`src/tws_pkg.sv`:
```
// Constants and types shared by the three-wire serial port
package tws_pkg;

    // ************************************************************
    // Register map
    // ************************************************************
    localparam logic [15:0] TWS_MODE_CTRL_ADDR  = 16'hFFAF;
    localparam logic [15:0] TWS_SHIFT_DATA_ADDR = 16'hFFAE;
    localparam logic [7:0]  TWS_CTRL_RESET      = 8'h00;
    localparam logic [7:0]  TWS_CTRL_WMASK      = 8'h87;   // Bits 6..3 are fixed at zero
    localparam logic [7:0]  TWS_BLOCKED_READ    = 8'h00;

    // ************************************************************
    // Control field positions
    // ************************************************************
    localparam int unsigned TWS_ENABLE_POS  = 7;
    localparam int unsigned TWS_MODE_POS    = 2;
    localparam int unsigned TWS_CLKSEL_HI   = 1;
    localparam int unsigned TWS_CLKSEL_LO   = 0;

    // Clock select encodings
    localparam logic [1:0] TWS_CLK_EXTERNAL = 2'h0;
    localparam logic [1:0] TWS_CLK_DIV8     = 2'h1;
    localparam logic [1:0] TWS_CLK_DIV32    = 2'h2;
    localparam logic [1:0] TWS_CLK_DIV128   = 2'h3;

    // ************************************************************
    // Timing and sizes
    // ************************************************************
    localparam int unsigned TWS_RATIO_DIV8   = 8;
    localparam int unsigned TWS_RATIO_DIV32  = 32;
    localparam int unsigned TWS_RATIO_DIV128 = 128;
    localparam int unsigned TWS_DIV_W        = 6;
    localparam int unsigned TWS_WORD_BITS    = 8;
    localparam logic [2:0]  TWS_LAST_BIT     = 3'(TWS_WORD_BITS - 1);
    localparam int unsigned TWS_BUF_DEPTH    = 2;

    // Last divider count of each half period of the generated serial clock (half period in core cycles, less one)
    localparam logic [TWS_DIV_W-1:0] TWS_HALF_DIV8   = TWS_DIV_W'(TWS_RATIO_DIV8 / 2 - 1);
    localparam logic [TWS_DIV_W-1:0] TWS_HALF_DIV32  = TWS_DIV_W'(TWS_RATIO_DIV32 / 2 - 1);
    localparam logic [TWS_DIV_W-1:0] TWS_HALF_DIV128 = TWS_DIV_W'(TWS_RATIO_DIV128 / 2 - 1);

    // Transfer engine states
    typedef enum logic [1:0] {
        TWS_IDLE = 2'h0,
        TWS_RUN  = 2'h1
    } tws_state_t;

endpackage : tws_pkg

```
`src/tws_serial_port.sv`:
```
// Three-wire byte serial port with CPU register access and pin control
// How it works
// - Byte transfers over clock, output, input lines
// - Words always shift MSB first
// - Combined mode sends and captures together
// - Start needs enable bit and data access
// - Written byte goes out serially
// - Received bits assemble in shift register
// - Shift register resets to zero
// - Mode 0 blocks reads, 1 blocks writes
// - Mode control resets to zero
// - Mode control takes bit and byte writes
// - Disabled: stop, clear counter, release pins
// - Enabled: shifting and counting run
// - Mode selects trigger and output pin use
// - Two bits select external or divided clock
// - Shift and output on falling clock edge
// - Sample input on rising clock edge
// - Eight bits then stop and flag done
// - Write while disabled never starts transfer
module tws_serial_port
    import tws_pkg::*;
(
    // Core clock and reset
    input  wire logic        i_core_clk,
    input  wire logic        i_rst_n,
    // CPU register access
    input  wire logic [15:0] i_cpu_addr,
    input  wire logic        i_cpu_wr,
    input  wire logic        i_cpu_rd,
    input  wire logic [7:0]  i_cpu_wdata,
    input  wire logic        i_cpu_bit_wr,
    input  wire logic [2:0]  i_cpu_bit_idx,
    input  wire logic        i_cpu_bit_val,
    output logic      [7:0]  o_cpu_rdata,
    output logic             o_wr_ready,
    // Status towards the CPU
    output logic             o_transfer_done,
    output logic             o_busy,
    // Serial clock pin
    input  wire logic        i_sck_in,
    output logic             o_sck_out,
    output logic             o_sck_oe,
    // Serial data pins
    output logic             o_so_out,
    output logic             o_so_oe,
    input  wire logic        i_si_in
);

    // ************************************************************
    // State
    // ************************************************************
    typedef struct packed {
        logic [7:0]                   ctrl;
        logic [7:0]                   sreg;
        logic [7:0]                   rdata;
        logic                         so;
        tws_state_t                   state;
        logic [2:0]                   bitcnt;
        logic [TWS_DIV_W-1:0]         divcnt;
        logic                         sck_int;
        logic [2:0]                   sck_sync;
        logic                         sck_lvl;
        logic [2:0]                   si_sync;
        logic                         si_lvl;
        logic [TWS_BUF_DEPTH-1:0][7:0] buf_data;
        logic                         buf_wptr;
        logic                         buf_rptr;
        logic [1:0]                   buf_count;
        logic                         done;
    } tws_regs_t;

    tws_regs_t r_reg;
    tws_regs_t r_next;

    // Address decode used by several paths
    function automatic logic hit(input logic [15:0] addr, input logic [15:0] target);
        hit = (addr == target);
    endfunction

    // Last divider count of a half period for the selected divider
    function automatic logic [TWS_DIV_W-1:0] half_count(input logic [1:0] sel);
        unique case (sel)
            TWS_CLK_DIV8:   half_count = TWS_HALF_DIV8;
            TWS_CLK_DIV32:  half_count = TWS_HALF_DIV32;
            TWS_CLK_DIV128: half_count = TWS_HALF_DIV128;
            default:        half_count = TWS_HALF_DIV128;
        endcase
    endfunction

    // ************************************************************
    // Decoded control fields
    // ************************************************************
    logic       port_enable_bit;
    logic       rx_only_mode;
    logic [1:0] clock_select;
    logic       internal_clk;
    logic       ctrl_wr;
    logic       data_wr;
    logic       data_rd;
    logic       buf_full;

    assign port_enable_bit = r_reg.ctrl[TWS_ENABLE_POS];
    assign rx_only_mode    = r_reg.ctrl[TWS_MODE_POS];
    assign clock_select    = r_reg.ctrl[TWS_CLKSEL_HI:TWS_CLKSEL_LO];
    assign internal_clk    = (clock_select != TWS_CLK_EXTERNAL);
    assign ctrl_wr         = i_cpu_wr && hit(i_cpu_addr, TWS_MODE_CTRL_ADDR);
    assign data_wr         = i_cpu_wr && hit(i_cpu_addr, TWS_SHIFT_DATA_ADDR);
    assign data_rd         = i_cpu_rd && hit(i_cpu_addr, TWS_SHIFT_DATA_ADDR);
    assign buf_full        = (r_reg.buf_count == 2'(TWS_BUF_DEPTH));

    // ************************************************************
    // Next state
    // ************************************************************
    always_comb begin
        logic ext_fall;
        logic ext_rise;
        logic sck_fall;
        logic sck_rise;
        logic push;
        logic pop;
        logic si_now;
        ext_fall = 1'b0;
        ext_rise = 1'b0;
        sck_fall = 1'b0;
        sck_rise = 1'b0;
        push     = 1'b0;
        pop      = 1'b0;
        si_now   = 1'b0;
        r_next      = r_reg;
        r_next.done = 1'b0;

        // clock and the input data line enter the port here
        // Pin synchronisers; a level counts once second and third stages agree
        r_next.sck_sync = {r_reg.sck_sync[1:0], i_sck_in};
        r_next.si_sync  = {r_reg.si_sync[1:0], i_si_in};
        if (r_reg.sck_sync[1] == r_reg.sck_sync[2]) begin
            r_next.sck_lvl = r_reg.sck_sync[2];
            ext_fall       = r_reg.sck_lvl && !r_reg.sck_sync[2];
            ext_rise       = !r_reg.sck_lvl && r_reg.sck_sync[2];
        end
        if (r_reg.si_sync[1] == r_reg.si_sync[2]) begin
            r_next.si_lvl = r_reg.si_sync[2];
        end
        // Capture uses the level settling this cycle; the registered copy
        // lags one more cycle, which is an eighth of a bit at the fastest divider
        si_now = r_next.si_lvl;

        // divider runs only inside a transfer, so the line rests high
        if (r_reg.state == TWS_RUN && internal_clk) begin
            if (r_reg.divcnt == half_count(clock_select)) begin
                r_next.divcnt  = '0;
                r_next.sck_int = !r_reg.sck_int;
                sck_fall       = r_reg.sck_int;
                sck_rise       = !r_reg.sck_int;
            end else begin
                r_next.divcnt = r_reg.divcnt + 1'b1;
            end
        end else begin
            r_next.divcnt  = '0;
            r_next.sck_int = 1'b1;
            sck_fall       = !internal_clk && ext_fall;
            sck_rise       = !internal_clk && ext_rise;
        end
        if (r_reg.state == TWS_RUN && !internal_clk) begin
            sck_fall = ext_fall;
            sck_rise = ext_rise;
        end

        // byte write, or single-bit write to mode control
        if (ctrl_wr) begin
            r_next.ctrl = i_cpu_wdata & TWS_CTRL_WMASK;
        end else if (i_cpu_bit_wr && hit(i_cpu_addr, TWS_MODE_CTRL_ADDR)) begin
            r_next.ctrl[i_cpu_bit_idx] = i_cpu_bit_val & TWS_CTRL_WMASK[i_cpu_bit_idx];
        end

        // Register reads; mode 0 blocks shift data reads
        if (i_cpu_rd) begin
            if (hit(i_cpu_addr, TWS_MODE_CTRL_ADDR)) begin
                r_next.rdata = r_reg.ctrl;
            // data read blocked in combined mode
            end else if (data_rd && rx_only_mode) begin
                r_next.rdata = r_reg.sreg;
            end else begin
                r_next.rdata = TWS_BLOCKED_READ;
            end
        end

        // data writes blocked in receive-only mode
        // a write while disabled only loads the register, no start
        if (data_wr && !rx_only_mode) begin
            if (port_enable_bit) begin
                push = !buf_full;
            end else if (r_reg.state == TWS_IDLE) begin
                r_next.sreg = i_cpu_wdata;
            end
        end
        if (push) begin
            r_next.buf_data[r_reg.buf_wptr] = i_cpu_wdata;
            r_next.buf_wptr                 = !r_reg.buf_wptr;
        end

        unique case (r_reg.state)
            TWS_IDLE: begin
                // start from a buffered write in combined mode
                if (port_enable_bit && !rx_only_mode && r_reg.buf_count != 2'h0) begin
                    pop          = 1'b1;
                    r_next.sreg  = r_reg.buf_data[r_reg.buf_rptr];
                    r_next.state = TWS_RUN;
                // receive-only transfer started by a read
                end else if (port_enable_bit && rx_only_mode && data_rd) begin
                    r_next.state = TWS_RUN;
                end
            end
            TWS_RUN: begin
                // shift and drive the next bit on falling edge
                if (sck_fall) begin
                    // written byte leaves through the output latch
                    if (!rx_only_mode) begin
                        r_next.so = r_reg.sreg[TWS_LAST_BIT];
                    end
                    r_next.sreg = {r_reg.sreg[6:0], 1'b0};
                end
                // same shift register carries both directions
                // received bits assemble in the shift register
                if (sck_rise) begin
                    r_next.sreg[0] = si_now;
                    r_next.bitcnt  = r_reg.bitcnt + 1'b1;
                    // stop after the eighth bit and flag completion
                    if (r_reg.bitcnt == TWS_LAST_BIT) begin
                        r_next.state = TWS_IDLE;
                        r_next.done  = 1'b1;
                    end
                end
            end
        endcase

        if (pop) begin
            r_next.buf_rptr = !r_reg.buf_rptr;
        end
        r_next.buf_count = r_reg.buf_count + 2'(push) - 2'(pop);

        // disable stops shifting and clears the bit counter
        if (!port_enable_bit) begin
            r_next.state     = TWS_IDLE;
            r_next.bitcnt    = '0;
            r_next.buf_count = '0;
            r_next.buf_rptr  = r_reg.buf_wptr;
        end
    end

    // ************************************************************
    // State register
    // ************************************************************
    // mode control and everything except the clock synchroniser and clock level clear on reset
    // shift contents clear to zero on reset as well
    always_ff @(posedge i_core_clk or negedge i_rst_n) begin
        if (!i_rst_n) begin
            r_reg      <= '0;
            r_reg.ctrl <= TWS_CTRL_RESET;
            // Clock pin idles high; matching it avoids a false edge after reset
            r_reg.sck_sync <= '1;
            r_reg.sck_lvl  <= 1'b1;
        end else begin
            r_reg <= r_next;
        end
    end

    // ************************************************************
    // Outputs
    // ************************************************************
    // pins join the serial function only as the mode needs them
    assign o_sck_out       = r_reg.sck_int;
    assign o_sck_oe        = port_enable_bit && internal_clk;
    assign o_so_out        = r_reg.so;
    assign o_so_oe         = port_enable_bit && !rx_only_mode;
    assign o_cpu_rdata     = r_reg.rdata;
    assign o_wr_ready      = !buf_full;     // Back-pressure on a full buffer
    assign o_transfer_done = r_reg.done;
    assign o_busy          = (r_reg.state == TWS_RUN);
endmodule : tws_serial_port

```
`config.mk`:
```
export PLATFORM = sky130hd
export DESIGN_NAME = tws_serial_port
export DESIGN_NICKNAME = d
export VERILOG_FILES = /design/src/tws_pkg.sv /design/src/tws_serial_port.sv
export SDC_FILE = /design/constraint.sdc
export NUM_CORES = 1
export LEC_CHECK = 0
export ABC_CLOCK_PERIOD_IN_PS = 2700
export BUFFER_PORTS_ARGS = -buffer_cell sky130_fd_sc_hd__buf_2
export CORE_UTILIZATION = 40
export CTS_CLUSTER_SIZE = 25
export DETAILED_ROUTE_END_ITERATION = 16
export GPL_TIMING_DRIVEN = 0
export SYNTH_ARGS = -nofsm -noshare
export SYNTH_HDL_FRONTEND = slang
export SYNTH_SLANG_ARGS = --single-unit
```
`constraint.sdc`:
```
create_clock -name i_core_clk -period 2.7 [get_ports i_core_clk]
set_input_delay 0.54 -clock i_core_clk [delete_from_list [all_inputs] [get_ports i_core_clk]]
set_output_delay 0.54 -clock i_core_clk [all_outputs]
set_load 0.01 [all_outputs]
```
==> qor.csv <==
stage;metric;value;unit
outcome;status;completed;
pwr;Cell Pwr Density;484;nW/um^2
critical_path;CP Cell Sequence;buf_2 > nand4bb_4 > nor4_2 > nand4_1 > ha_1 > inv_1 > ha_1 > xnor2_1 > xnor2_1 > and2_1;
critical_path;CP max-delay cell;nor4_2;
layout;layout cells sized above 1;0.287;
critical_path;CP endpoint kind;flip-flop;
layout;Nets;392;
layout;Multi-input gate area;1440;sq um
floorplanning;die area;8360;sq um
global_route;GRT Util Overall;0.168;
place;GPL Wtd Cong;0.822;
cts;CTS Sinks;65;
critical_path;worst r2r src;r_reg[2]$_DFF_PN0_;
detailed_routing;Post-DRT Antenna Nets;0;
sta;RSZ-0062 raised after global routing;no;
cts;TritonCTS Buffers;9;
place;placed insts;441;
place;I/O Buffers;48;
cts;CTS Buffer Depth;2;
detailed_routing;Routed WL;6.61;mm
cts;clk_lat worst skew;330;ps
critical_path;CP Class;input port to flip-flop;
logic_synthesis;#FFs+latches synth;65;
layout;design area;3740;sq um
pwr;Int Pwr;0.00137;W
logic_synthesis;Post-synth EDFFs;0;
sta;Setup TNS;0;ps
detailed_routing;DRC;0;
sta;final setup violation count;0;
pwr;clock network power share;0.381;
pwr;Max VDD drop;0.000210;V
cts;CTS H-tree depth;3;
sta;Fmax;0.413;GHz
cts;CTS clock-pin slew for the worst setup and hold paths;70;ps
logic_synthesis;Async S/R FF share, synth;1.00;
floorplanning;starting density of the core;0.414;
logic_synthesis;most area-hungry cell type in the Yosys netlist;dfrtp_1;
pwr;static leakage;1.73;nW
global_route;number of global-route vias before repair;2286;
sta;crit path time final;2420;ps
sta;Final Hold Viols;0;
logic_synthesis;mapped cell area;3200;sq um
logic_synthesis;Synth Flop Type;dfrtp_1;
global_route;antenna violations before repair;0;
detailed_routing;number of vias per cell;5.16;
critical_path;Setup crit start;i_cpu_addr[6];
floorplanning;core area;7730;sq um
sta;worst-margin pin slew;857;ps
sta;Fin Clk Skew;7.95;ps
layout;Layout area overhead;16.9;%
job;Max Cap Viol;0;
logic_synthesis;share of Yosys cell area claimed by the top area cell type;0.477;
logic_synthesis;synth warn;0;
critical_path;flop-to-flop setup slack;430;ps
detailed_routing;DR iter-0 viols;126;
floorplanning;FP Rows;32;
global_route;GRT overflow;0;
place;DP Area;3570;sq um
detailed_routing;DR pass1 iterations;4;
logic_synthesis;top cells by area, synth;dfrtp_1 48%, mux2_2 6.0%, mux2i_1 5.0%;
critical_path;Critical Path Source Type;input port;
pwr;Tot Pwr;0.00181;W
layout;Antenna diodes;0;
layout;non-filler instance count after layout;457;
place;HPWL after DPL;4.77;mm
logic_synthesis;sequential-to-total area share from yosys stat;0.510;
sta;max-slew violations;0;
floorplanning;width of the die;91.4;um
cts;CTS tree;built;
sta;slew margin rel.;0.426;
cts;total setup buffers inserted after CTS;0;
logic_synthesis;average cell area after synthesis;11.0;sq um
cts;root cell of the clock tree;clkbuf_8;
pwr;Flop pwr share;0.554;
floorplanning;chip height;91.4;um
detailed_routing;via count;2358;
global_route;global-route wire length before repair;11.0;mm
detailed_routing;WL/cell;14.5;um
critical_path;critical path arrival;2650;ps
pwr;Sw Ratio;0.243;
pwr;P_sw;0.000439;W
logic_synthesis;Synth Instances;291;
layout;# fillers;779;
worst_hold_path;Hold Crit Class;input port to asynchronous set/reset pin;
logic_synthesis;Synthesized Nets;333;
logic_synthesis;count of different cell masters after synthesis;50;
critical_path;crit-path max FO;4;
floorplanning;# IOs;50;
layout;Sequential Area;1630;sq um
layout;max FFs per register;47;
critical_path;Critical Path RT;2930;ps
global_route;largest net degree at the start of global routing;66;
pwr;combinational share of power;0.066;
critical_path;slowest stage delay, CP;570;ps
sta;Tcrit/Tclk final;0.896;
==> timing repair <==
action | CTS | global route
hold buffers | 0 | 0
resized for setup | 1 | 0
setup endpoints to repair | 1 | 0
==> logic make-up after synthesis <==
group,after synthesis,share of synthesized area
simple gates,83,0.149
compound gates,67,0.131
flops,65,0.510
mux,33,0.110
buf+inv,25,0.0418
xor+xnor,10,0.0274
fa+ha+maj,8,0.0305
==> worst max-delay path: cells and delay by family <==
family,cells,cell delay [ps]
buf+inv,2,130
fa+ha+maj,2,520
simple gates,4,1210
xor+xnor,2,250
==> power by group through the flow <==
stage | logic [W] | clock network, W | registers (W)
2_1_floorplan | 0.0000509 | 0 | 0.00102
3_3_place_gp | 0.000118 | 0 | 0.00102
3_5_place_dp | 0.000120 | 0 | 0.00102
4_1_cts | 0.000121 | 0.000714 | 0.00100
5_1_grt | 0.000133 | 0.000751 | 0.00100
6_report | 0.000119 | 0.000689 | 0.00100
==> layer usage <==
metal | share of wire | wire [um] | track usage | vias up
met3 | 0.045 | 295 | 0.0360 | 10
met2 | 0.47 | 3110 | 0.260 | 58
met5 | 0 | 0 | 0 | -
met4 | 0.015 | 99 | 0.0794 | 0
met1 | 0.47 | 3100 | 0.224 | 1134
li1 | - | - | - | 1156
==> path summary, 6_finish.rpt <==
path / to / cells past startpoint
max: r_reg[2]$_DFF_PN0_ / 10
min: r_reg[63]$_DFFE_PN0P_ / 1
max reg2reg: r_reg[2]$_DFF_PN0_ / 8
min reg2reg: r_next[24]$_DFF_PN0_ / 0
max in group asynchronous: r_reg[16]$_DFFE_PN0P_ / 1
min in group i_core_clk: r_next[27]$_DFF_PN1_ / 1
==> cell usage in the layout (no fill, tap or decap), types with 2 or more instances in the layout <==
cell,count
dfrtp_1,61
buf_2,49
nor2_1,26
a21oi_1,23
mux2_2,17
mux2i_1,16
o21ai_0,15
nand2_1,11
inv_1,9
buf_4,9
clkbuf_8,9
nor2b_1,8
a22oi_1,8
ha_1,7
nand4_1,6
nand3_1,6
xnor2_1,6
and2_1,6
clkbuf_1,5
a31oi_1,5
nand2b_1,4
xor2_1,4
o21a_1,4
clkinv_2,4
dfstp_2,4
nor3b_1,3
and3b_1,2
a2bb2oi_1,2
clkinvlp_4,2
==> metrics by stage <==
| stage | hold WS [ps] | util | setup WS, ps |
|---|---|---|---|
| after detailed placement | 340 | 0.462 | -372 |
| after global routing | 281 | 0.484 | 106 |
| after global placement | 338 | 0.462 | -332 |
| after CTS | 284 | 0.484 | 278 |
| final | 283 | 0.484 | 279 |
| after floorplan | 244 | - | 243 |
==> cells in the mapped netlist, drive strengths merged (2+ instances only) <==
cell type	n
clkbuf	4
dfstp	4
buf	12
nor4	2
nor2	26
nand2b	4
ha	7
nand2	12
xor2	4
nand3	7
mux2i	16
and3b	2
nand4	6
o21ai	16
a31oi	5
a21oi	23
nor3b	3
xnor2	6
inv	9
a22oi	8
o21a	4
nor2b	8
dfrtp	61
a2bb2oi	2
mux2	17
and2	6
==> cell type report <==
cell class	count	area share
sequential	65	0.436
multi-input combinational	201	0.385
timing repair buffer	48	0.0649
clock buffer	10	0.0341
tap	102	0.0341
buffer	16	0.0268
clock inverter	6	0.00937
inverter	9	0.00904
No activity file was read; power rests on OpenSTA's default activity.
